[config.mk]
export PLATFORM = sky130hd
export DESIGN_NAME = updown_timer
export DESIGN_NICKNAME = d
export VERILOG_FILES = /design/src/updown_timer_pkg.sv /design/src/updown_timer.sv
export SDC_FILE = /design/constraint.sdc
export NUM_CORES = 1
export LEC_CHECK = 0
export ABC_AREA = 1
export BUFFER_PORTS_ARGS = -buffer_cell sky130_fd_sc_hd__buf_2
export CAP_MARGIN = 25
export CORE_MARGIN = 2
export CORE_UTILIZATION = 35
export DETAILED_ROUTE_END_ITERATION = 8
export PLACE_DENSITY_LB_ADDON = 0.3
export SLEW_MARGIN = 10
export SYNTH_ARGS = -nofsm -noshare
export SYNTH_HDL_FRONTEND = slang
export SYNTH_SLANG_ARGS = --single-unit
[constraint.sdc]
create_clock -name clk -period 3.9 [get_ports clk]
set_clock_uncertainty 0.1 [all_clocks]
set_input_delay 0.78 -clock clk [delete_from_list [all_inputs] [get_ports clk]]
set_output_delay 0.78 -clock clk [all_outputs]
set_load 0.005 [all_outputs]
[src/updown_timer_pkg.sv]
// constants, register map and field layouts of the up/down timer
// Summary of operation
// - 16-bit up/down counter, four clock sources
// - prescale ratios 16, 256, 32768 everywhere
// - divide by 4 or 1, source dependent
// - free run wraps to opposite extreme
// - terminal count sets status bit 0
// - control bit 7: clear also reloads
// - periodic mode reloads load value
// - synced count delayed, raw count live
// - raw load write bypasses synchroniser
// - status bit 7 busy during enable crossing
// - selected bus event raises interrupt
// - selected event captures count, keeps counting
// - programmable idle level, match enable bit
// - toggle mode inverts output each timeout
// - match asserts, terminal returns to idle
// - match beats timeout on same tick
// - out-of-range match gives 0% duty
// - pwm settings apply at event or clear
// - match and timeout judged per timer tick
// - control bits 6:5 select clock source
// - fast sources forced to ratio four minimum
// - control bits 11:8 select capture event
// - capture sets bit 1, locks capture
package updown_timer_pkg;

  localparam int CNT_W = 16;
  localparam int PSC_W = 15;
  localparam int ADDR_W = 6;

  localparam logic [5:0] LD_OFF   = 6'h00;
  localparam logic [5:0] VAL_OFF  = 6'h04;
  localparam logic [5:0] CON_OFF  = 6'h08;
  localparam logic [5:0] CLRI_OFF = 6'h0C;
  localparam logic [5:0] CAP_OFF  = 6'h10;
  localparam logic [5:0] ALD_OFF  = 6'h14;
  localparam logic [5:0] AVAL_OFF = 6'h18;
  localparam logic [5:0] STA_OFF  = 6'h1C;
  localparam logic [5:0] PCON_OFF = 6'h20;
  localparam logic [5:0] PMAT_OFF = 6'h24;

  localparam logic [15:0] CON_RST   = 16'h000A;
  localparam logic [15:0] ZERO16    = 16'h0000;
  localparam logic [15:0] FULL16    = 16'hFFFF;
  localparam logic [31:0] ZERO32    = 32'h0000_0000;

  localparam int STA_TO_BIT   = 0;
  localparam int STA_CAP_BIT  = 1;
  localparam int STA_BUSY_BIT = 7;

  // enable crossing length in source clocks
  localparam logic [1:0] SYNC_TICKS = 2'h2;

  localparam logic [1:0] SRC_PCLK = 2'h0;
  localparam logic [1:0] SRC_FAST = 2'h1;

  localparam logic [1:0] PSC_LOW  = 2'h0;
  localparam logic [1:0] PSC_16   = 2'h1;
  localparam logic [1:0] PSC_256  = 2'h2;
  localparam logic [PSC_W-1:0] DIV1_M1  = 15'h0000;
  localparam logic [PSC_W-1:0] DIV4_M1  = 15'h0003;
  localparam logic [PSC_W-1:0] DIV16_M1 = 15'h000F;
  localparam logic [PSC_W-1:0] DIV256_M1 = 15'h00FF;
  localparam logic [PSC_W-1:0] DIV32K_M1 = 15'h7FFF;

  typedef struct packed {
    logic [3:0] evt_sel;
    logic       reload_on_clr;
    logic [1:0] clk_sel;
    logic       enable;
    logic       periodic_select;
    logic       count_up;
    logic [1:0] prescale;
  } timer_control_t;

  typedef struct packed {
    logic idle_level;
    logic match_en;
  } pwm_control_t;

endpackage : updown_timer_pkg

[src/updown_timer.sv]
// up/down timer with capture and pwm, avalon-mm register slave
//
// The register addresses and the Avalon-MM register port were decided locally.
module updown_timer #(
  parameter int EVT_N = 16
) (
  input  wire logic                     clk,
  input  wire logic                     rstn,
  input  wire logic                     ce,
  input  wire logic [5:0]               address,
  input  wire logic                     read,
  input  wire logic                     write,
  input  wire logic [31:0]              writedata,
  input  wire logic [3:0]               byteenable,
  output logic      [31:0]              readdata,
  output logic                          waitrequest,
  input  wire logic                     fast_rc_oscillator,
  input  wire logic                     slow_rc_oscillator,
  input  wire logic                     slow_crystal_oscillator,
  input  wire logic [EVT_N-1:0]         event_bus,
  output logic                          timer_output,
  output logic                          irq
);

  ////////////////////////////////////////////////////////////////////////
  // bus slave

  updown_timer_pkg::timer_control_t con_q;
  updown_timer_pkg::pwm_control_t   pcon_q, pcon_e_q;
  logic [15:0] ld_q, ld_t_q, pmat_q, pmat_e_q;
  logic [15:0] cnt_q, cnt_next, sync_q, cap_q, start_val;
  logic        ack_q, acc_wr, acc_rd;
  logic        to_q, capf_q, busy_q, en_t_q, ld_pend_q, evt_q;
  logic [1:0]  bsy_cnt_q;
  logic [14:0] psc_q, ratio_m1;
  logic        src_tick, ptick, tick, term, en_apply, en_chg;
  logic        clr_wr, clr_to, clr_cap, set_to, cap_ev, match_hit;
  logic [15:0] wd16, con_wr;

  function automatic logic [15:0] merge16(input logic [15:0] old,
                                           input logic [15:0] wd,
                                           input logic [1:0]  be);
    merge16 = {be[1] ? wd[15:8] : old[15:8], be[0] ? wd[7:0] : old[7:0]};
  endfunction : merge16

  // one wait state on every access
  assign waitrequest = (read | write) & ~ack_q;
  assign acc_wr      = ce & write & ack_q;
  assign acc_rd      = ce & read & ack_q;
  assign wd16        = writedata[15:0];

  always_ff @(posedge clk) begin
    if (!rstn) begin
      ack_q <= 1'b0;
    end else if (ce) begin
      ack_q <= (read | write) & ~ack_q;
    end
  end

  always_ff @(posedge clk) begin
    if (!rstn) begin
      readdata <= updown_timer_pkg::ZERO32;
    end else if (ce && read && !ack_q) begin
      readdata <= updown_timer_pkg::ZERO32;
      if (address == updown_timer_pkg::LD_OFF) begin
        readdata[15:0] <= ld_q;
      end else if (address == updown_timer_pkg::VAL_OFF) begin
        readdata[15:0] <= sync_q;
      end else if (address == updown_timer_pkg::CON_OFF) begin
        readdata[15:0] <= {4'h0, con_q};
      end else if (address == updown_timer_pkg::CAP_OFF) begin
        readdata[15:0] <= cap_q;
      end else if (address == updown_timer_pkg::ALD_OFF) begin
        readdata[15:0] <= ld_t_q;
      end else if (address == updown_timer_pkg::AVAL_OFF) begin
        readdata[15:0] <= cnt_q;
      end else if (address == updown_timer_pkg::STA_OFF) begin
        readdata[updown_timer_pkg::STA_TO_BIT]   <= to_q;
        readdata[updown_timer_pkg::STA_CAP_BIT]  <= capf_q;
        readdata[updown_timer_pkg::STA_BUSY_BIT] <= busy_q;
      end else if (address == updown_timer_pkg::PCON_OFF) begin
        readdata[1:0] <= pcon_q;
      end else if (address == updown_timer_pkg::PMAT_OFF) begin
        readdata[15:0] <= pmat_q;
      end
    end
  end

  assign con_wr = merge16({4'h0, con_q}, wd16, byteenable[1:0]);
  assign en_chg = acc_wr && address == updown_timer_pkg::CON_OFF
                  && con_wr[4] != con_q.enable;
  assign clr_wr  = acc_wr && address == updown_timer_pkg::CLRI_OFF && byteenable[0];
  assign clr_to  = clr_wr && writedata[updown_timer_pkg::STA_TO_BIT];
  assign clr_cap = clr_wr && writedata[updown_timer_pkg::STA_CAP_BIT];

  always_ff @(posedge clk) begin
    if (!rstn) begin
      con_q  <= updown_timer_pkg::timer_control_t'(updown_timer_pkg::CON_RST[11:0]);
      pcon_q <= '0;
      pmat_q <= updown_timer_pkg::ZERO16;
      ld_q   <= updown_timer_pkg::ZERO16;
    end else if (acc_wr) begin
      if (address == updown_timer_pkg::CON_OFF) begin
        con_q <= updown_timer_pkg::timer_control_t'(con_wr[11:0]);
      end else if (address == updown_timer_pkg::PCON_OFF) begin
        if (byteenable[0]) begin
          pcon_q <= writedata[1:0];
        end
      end else if (address == updown_timer_pkg::PMAT_OFF) begin
        pmat_q <= merge16(pmat_q, wd16, byteenable[1:0]);
      end else if (address == updown_timer_pkg::LD_OFF) begin
        ld_q <= merge16(ld_q, wd16, byteenable[1:0]);
      end
    end
  end

  ////////////////////////////////////////////////////////////////////////
  // clock source, enable crossing, load transfer

  always_comb begin
    src_tick = 1'b1;
    case (con_q.clk_sel)
      2'h1:    src_tick = fast_rc_oscillator;
      2'h2:    src_tick = slow_rc_oscillator;
      2'h3:    src_tick = slow_crystal_oscillator;
      default: src_tick = 1'b1;
    endcase
  end

  // software must keep clear of registers while busy; nothing blocks it
  always_ff @(posedge clk) begin
    if (!rstn) begin
      busy_q    <= 1'b0;
      bsy_cnt_q <= 2'h0;
      en_t_q    <= 1'b0;
    end else if (ce) begin
      if (en_chg) begin
        busy_q    <= 1'b1;
        bsy_cnt_q <= 2'h0;
      end else if (busy_q && src_tick) begin
        if (bsy_cnt_q == updown_timer_pkg::SYNC_TICKS - 2'h1) begin
          busy_q <= 1'b0;
          en_t_q <= con_q.enable;
        end
        bsy_cnt_q <= bsy_cnt_q + 2'h1;
      end
    end
  end

  assign en_apply = ce && busy_q && src_tick &&
                    bsy_cnt_q == updown_timer_pkg::SYNC_TICKS - 2'h1;

  always_ff @(posedge clk) begin
    if (!rstn) begin
      ld_t_q    <= updown_timer_pkg::ZERO16;
      ld_pend_q <= 1'b0;
    end else if (ce) begin
      if (acc_wr && address == updown_timer_pkg::ALD_OFF) begin
        ld_t_q    <= merge16(ld_t_q, wd16, byteenable[1:0]);
        ld_pend_q <= 1'b0;
      end else if (acc_wr && address == updown_timer_pkg::LD_OFF) begin
        ld_pend_q <= 1'b1;
      end else if (ld_pend_q && src_tick) begin
        ld_t_q    <= ld_q;
        ld_pend_q <= 1'b0;
      end
    end
  end

  ////////////////////////////////////////////////////////////////////////
  // prescaler

  always_comb begin
    ratio_m1 = updown_timer_pkg::DIV32K_M1;
    case (con_q.prescale)
      updown_timer_pkg::PSC_LOW: begin
        // fast sources cannot run undivided: core must be 4x faster
        if (con_q.clk_sel == updown_timer_pkg::SRC_PCLK ||
            con_q.clk_sel == updown_timer_pkg::SRC_FAST) begin
          ratio_m1 = updown_timer_pkg::DIV4_M1;
        end else begin
          ratio_m1 = updown_timer_pkg::DIV1_M1;
        end
      end
      updown_timer_pkg::PSC_16:  ratio_m1 = updown_timer_pkg::DIV16_M1;
      updown_timer_pkg::PSC_256: ratio_m1 = updown_timer_pkg::DIV256_M1;
      default:                   ratio_m1 = updown_timer_pkg::DIV32K_M1;
    endcase
  end

  always_ff @(posedge clk) begin
    if (!rstn) begin
      psc_q <= '0;
    end else if (ce) begin
      if (!en_t_q) begin
        psc_q <= '0;
      end else if (src_tick) begin
        psc_q <= (psc_q >= ratio_m1) ? '0 : psc_q + 15'h0001;
      end
    end
  end

  assign ptick = src_tick && en_t_q && psc_q >= ratio_m1;
  assign tick  = ce && ptick;

  ////////////////////////////////////////////////////////////////////////
  // counter

  assign term = con_q.count_up ? (cnt_q == updown_timer_pkg::FULL16)
                               : (cnt_q == updown_timer_pkg::ZERO16);

  always_comb begin
    if (con_q.periodic_select) begin
      start_val = ld_t_q;
    end else if (con_q.count_up) begin
      start_val = updown_timer_pkg::ZERO16;
    end else begin
      start_val = updown_timer_pkg::FULL16;
    end
  end

  always_comb begin
    if (term) begin
      cnt_next = start_val;
    end else if (con_q.count_up) begin
      cnt_next = cnt_q + 16'h0001;
    end else begin
      cnt_next = cnt_q - 16'h0001;
    end
  end

  always_ff @(posedge clk) begin
    if (!rstn) begin
      cnt_q <= updown_timer_pkg::ZERO16;
    end else if (ce) begin
      if (en_apply && con_q.enable) begin
        cnt_q <= start_val;
      end else if (clr_to && con_q.reload_on_clr) begin
        cnt_q <= start_val;
      end else if (ptick) begin
        cnt_q <= cnt_next;
      end
    end
  end

  // one core clock behind the live count, always coherent
  always_ff @(posedge clk) begin
    if (!rstn) begin
      sync_q <= updown_timer_pkg::ZERO16;
    end else if (ce) begin
      sync_q <= cnt_q;
    end
  end

  ////////////////////////////////////////////////////////////////////////
  // status flags, capture, interrupt

  assign set_to = tick && term;
  assign cap_ev = ce && event_bus[con_q.evt_sel] && !evt_q &&
                  (!capf_q || clr_cap);

  always_ff @(posedge clk) begin
    if (!rstn) begin
      to_q   <= 1'b0;
      capf_q <= 1'b0;
      evt_q  <= 1'b0;
      cap_q  <= updown_timer_pkg::ZERO16;
    end else if (ce) begin
      evt_q <= event_bus[con_q.evt_sel];
      if (set_to) begin
        to_q <= 1'b1;
      end else if (clr_to) begin
        to_q <= 1'b0;
      end
      if (cap_ev) begin
        capf_q <= 1'b1;
        cap_q  <= cnt_q;
      end else if (clr_cap) begin
        capf_q <= 1'b0;
      end
    end
  end

  assign irq = to_q | capf_q;

  ////////////////////////////////////////////////////////////////////////
  // pwm

  assign match_hit = pcon_e_q.match_en && cnt_next == pmat_e_q;

  always_ff @(posedge clk) begin
    if (!rstn) begin
      pcon_e_q     <= '0;
      pmat_e_q     <= updown_timer_pkg::ZERO16;
      timer_output <= 1'b0;
    end else if (ce) begin
      if (clr_wr || en_apply) begin
        pcon_e_q     <= pcon_q;
        pmat_e_q     <= pmat_q;
        timer_output <= pcon_q.idle_level;
      end else if (ptick) begin
        if (match_hit) begin
          timer_output <= ~pcon_e_q.idle_level;
        end else if (term && pcon_e_q.match_en) begin
          timer_output <= pcon_e_q.idle_level;
        end else if (term) begin
          timer_output <= ~timer_output;
        end
        if (match_hit || term) begin
          pcon_e_q <= pcon_q;
          pmat_e_q <= pmat_q;
        end
      end
    end
  end

  ////////////////////////////////////////////////////////////////////////
  // assertions

  timeout_flag_a: assert property (@(posedge clk) disable iff (!rstn)
    set_to |=> to_q && irq)
    else $error("timeout did not set status");

  free_wrap_a: assert property (@(posedge clk) disable iff (!rstn)
    set_to && !con_q.periodic_select && !en_apply |=>
      cnt_q == ($past(con_q.count_up) ? 16'h0000 : 16'hFFFF))
    else $error("free run did not wrap to opposite extreme");

  periodic_load_a: assert property (@(posedge clk) disable iff (!rstn)
    set_to && con_q.periodic_select && !en_apply |=> cnt_q == $past(ld_t_q))
    else $error("periodic mode did not reload");

  count_step_a: assert property (@(posedge clk) disable iff (!rstn)
    tick && !term && !clr_to && !en_apply |=>
      cnt_q == ($past(con_q.count_up) ? $past(cnt_q) + 16'h0001
                                      : $past(cnt_q) - 16'h0001))
    else $error("count step wrong");

  clear_reload_a: assert property (@(posedge clk) disable iff (!rstn)
    clr_to && con_q.reload_on_clr && !en_apply |=> cnt_q == $past(start_val))
    else $error("clear did not reload counter");

  capture_copy_a: assert property (@(posedge clk) disable iff (!rstn)
    cap_ev |=> cap_q == $past(cnt_q) && capf_q)
    else $error("capture value wrong");

  capture_lock_a: assert property (@(posedge clk) disable iff (!rstn)
    capf_q && !clr_cap |=> $stable(cap_q) && capf_q)
    else $error("locked capture overwritten");

  busy_cross_a: assert property (@(posedge clk) disable iff (!rstn)
    en_chg |=> busy_q && $stable(en_t_q))
    else $error("busy not raised on enable change");

  min_ratio_a: assert property (@(posedge clk) disable iff (!rstn)
    con_q.clk_sel[1] == 1'b0 |-> ratio_m1 >= 15'h0003)
    else $error("fast source undivided");

  toggle_out_a: assert property (@(posedge clk) disable iff (!rstn)
    set_to && !pcon_e_q.match_en && !clr_wr && !en_apply |=>
      timer_output != $past(timer_output))
    else $error("toggle mode did not invert");

  match_wins_a: assert property (@(posedge clk) disable iff (!rstn)
    tick && match_hit && !clr_wr && !en_apply |=>
      timer_output == ~$past(pcon_e_q.idle_level))
    else $error("match lost to timeout");

  synced_lag_a: assert property (@(posedge clk) disable iff (!rstn)
    ce |=> sync_q == $past(cnt_q))
    else $error("synced count not one cycle behind");

  cover_timeout_c: cover property (@(posedge clk) disable iff (!rstn) set_to);
  cover_capture_c: cover property (@(posedge clk) disable iff (!rstn) cap_ev);
  cover_match_c: cover property (@(posedge clk) disable iff (!rstn)
    tick && match_hit && term);
  cover_enable_c: cover property (@(posedge clk) disable iff (!rstn) en_apply);

endmodule : updown_timer

==> impl_metrics.ini <==
[synthesis]
syn_area_per_cell_sq_um = 6.42
synth_fa_ha_area_share_pct = 4.32
synth.top_cells.by_count = nand2_1, inv_1, dfxtp_1
synth_compound_area_share_pct = 20.6
synthMostInstantiatedCell = nand2_1
synth_cell_types = 45
synth_seq_area_share_pct = 33.8
synthCells = 1562
synth-xor-area-share_pct = 0.350
synth_edf_count = 0
netlist_top_cells_area = dfxtp_1, nand2_1, o21ai_0
synth_top_area_share_pct = 33.8
synth_top_family_by_area = simple AND/OR/NAND/NOR gates
synth_seq_cells = 169
ys_warn_count = 0
synth_area_sq_um = 10000
yosys.area_share.simple_pct = 30.0
async_reset_ff_share_pct = 0
yosys.area.top_type = dfxtp_1
synthMuxAreaShare_pct = 0
synth_flop_cell = dfxtp_1

[sta]
rsz0062_at_grt = no
final_max_slew_viol_count = 0
setup_viol = 0
fmax_mhz = 291
hold_viol = 0
worstMarginPinSlew_ps = 926
fin_crit_ps = 3440
period_share_pct = 88.2
setup-tns-final_ps = 0
slew-limit-headroom_pct = 38.3

[die]
io_pins = 101
num_rows = 61
die_w_um = 173
dieArea_sq_um = 30000
dieHeight_um = 173
initial_utilization_pct = 35.8
coreArea_sq_um = 28000

[routing]
viasPerCell = 5.16
routed-via-count = 10400
routedWlPerCell_um = 15.8
drtIter0Drc = 993
wl_um = 31700
drt-met1-wl_um = 15200
top_layer = met5
firstDrtPassIters = 5
dr_wl_met2_um = 13800
route.met3.wl_um = 2080
drcViolationCount = 0
final_antenna_net_count = 0

[setup_path]
critPathKind = reg -> reg
path_cells = inv_1 -> ha_1 -> nand2_1 -> inv_1 -> nand2_1 -> nand2_1 -> a21oi_1 -> nand2_1 -> nand2_1 -> nand3_1 -> nand3_1 -> nand2_1 -> clkinv_1 -> nand2_1 -> nor2_1 -> nand3_1 -> nand3_1 -> nand3_2 -> buf_4 -> nor2_1 -> nor2_1
slowest_stage = inv_1
cpPeakStageDelay_ps = 460
crit_path_frequent_cell = nand2_1
reg2reg_setup_slack_ps = 460
critPathLaunchType = flop
cp_data_arrival_time_ps = 3670
cp_max_fo = 27
worstPathRequired_ps = 4130
cp-end-kind = flop

[global_route]
grt_pass1_vias = 9219
grt_pass1_wl_um = 50200
antenna_found_initial = 1
track_usage_pct = 20.9
grt_max_degree = 75
grt_overflow_total = 0

[clock_network]
cts.sinks = 169
post_cts_buffers = 0
cts-root-buf = clkbuf_16
hold_buffers = 0
cts_resized = 0
cts_made_buffers = 17
h-tree-depth = 4
cts_tree = done
clk_pin_slew_ps = 70
clock_path_buffers = 2
worstSkewPairLatency_ps = 440

[layout]
utilization_pct = 40.4
diodes = 0
final_cell_area_sq_um = 11300
fin_nets = 1716
fill_cells = 3024
drive_gt1_share_pct = 9.45
ff_latch_area_sq_um = 3380
syn_to_final_growth_pct = 12.9
multi_input_area_sq_um = 5610

[placement]
placed_area_sq_um = 10700
gp_congestion = 0.864
dp.final_hpwl_um = 23400
io_buffers = 66

[run_status]
outcome = completed

[power_and_ir_drop]
p_per_area_nw_per_um2 = 319
cellLeakagePower_nw = 5.06
peakVddDrop_mv = 0.284

[job]
drv_cap = 0

[hold_path]
hold_path.class = reg -> reg
report_power, final:
group	switching [mW]	total (mW)	internal (mW)
Clock	0.829	1.69	0.858
Combinational	0.123	0.173	0.0505
Sequential	0.00877	1.75	1.74
Total	0.961	3.61	2.65
state kept, by name, indices dropped and copies added (netlist names), 15 cells and up:
register / cells
psc_q: 15
pmat_e_q: 16
cap_q: 16
sync_q: 16
ld_q: 16
ld_t_q: 16
pmat_q: 16
readdata: 16
cnt_q: 16
cell type report:
class	instances	share of cell area, %
Inverter	183	6.07
Tap cell	378	4.18
Sequential cell	169	29.9
Multi-Input combinational cell	1145	49.6
Timing Repair Buffer	100	5.17
Clock inverter	14	1.32
Clock buffer	18	3.79
cells by family after synthesis:
| group | after synthesis |
|---|---|
| xor+xnor | 4 |
| simple gates | 722 |
| buf+inv | 263 |
| other cells | 1 |
| compound gates | 369 |
| fa+ha+maj | 34 |
| flops | 169 |
worst max-delay path: cells and delay by family (launching register included):
kind / cells / cell delay, ps
adder cells (fa/ha/maj): 1 / 410
AO/OA/AOI/OAI: 1 / 230
flip-flops: 1 / 310
buffers and inverters: 4 / 810
AND/OR/NAND/NOR: 15 / 1480
worst paths after layout:
check	to	start	depth (start not counted)
worst max register to register	pmat_e_q[10]	con_q[2]	21
worst max-delay path	pmat_e_q[10]	con_q[2]	21
worst min register to register	cap_q[5]	cap_q[5]	2
worst min-delay path	cap_q[5]	cap_q[5]	2
metrics by stage:
| step | power (mW) | hold slack, ps | cells | worst slack [ps] |
|---|---|---|---|---|
| floorplan | 1.89 | 325 | 1577 | 1040 |
| global placement | 1.96 | 339 | 1975 | 507 |
| detailed placement | 1.96 | 351 | 1975 | 482 |
| CTS | 3.62 | 363 | 2007 | 453 |
| global route | 3.72 | 379 | 2007 | 83.7 |
| finish | 3.61 | 363 | 2007 | 460 |
cell usage in the layout, fill, tap and decap left out, types with 6 or more instances in the layout:
| master | count |
|---|---|
| o21ai_0 | 142 |
| nand2_1 | 400 |
| ha_1 | 33 |
| nor3_1 | 6 |
| nand3_1 | 125 |
| buf_2 | 66 |
| o221ai_1 | 12 |
| a221oi_1 | 9 |
| inv_1 | 176 |
| nor2_1 | 153 |
| a31oi_1 | 21 |
| nand4_1 | 10 |
| conb_1 | 16 |
| o211ai_1 | 13 |
| dfxtp_1 | 169 |
| a21oi_1 | 139 |
| a211oi_1 | 26 |
| buf_4 | 34 |
| clkbuf_16 | 17 |
metal layers:
layer  GRT usage (%)  vias up
met4            5.65        2
met2            32.8      351
met1            29.5     4706
li1                -     5249
met5               0        -
met3            3.49       49
No activity file was read; power rests on OpenSTA's default activity.
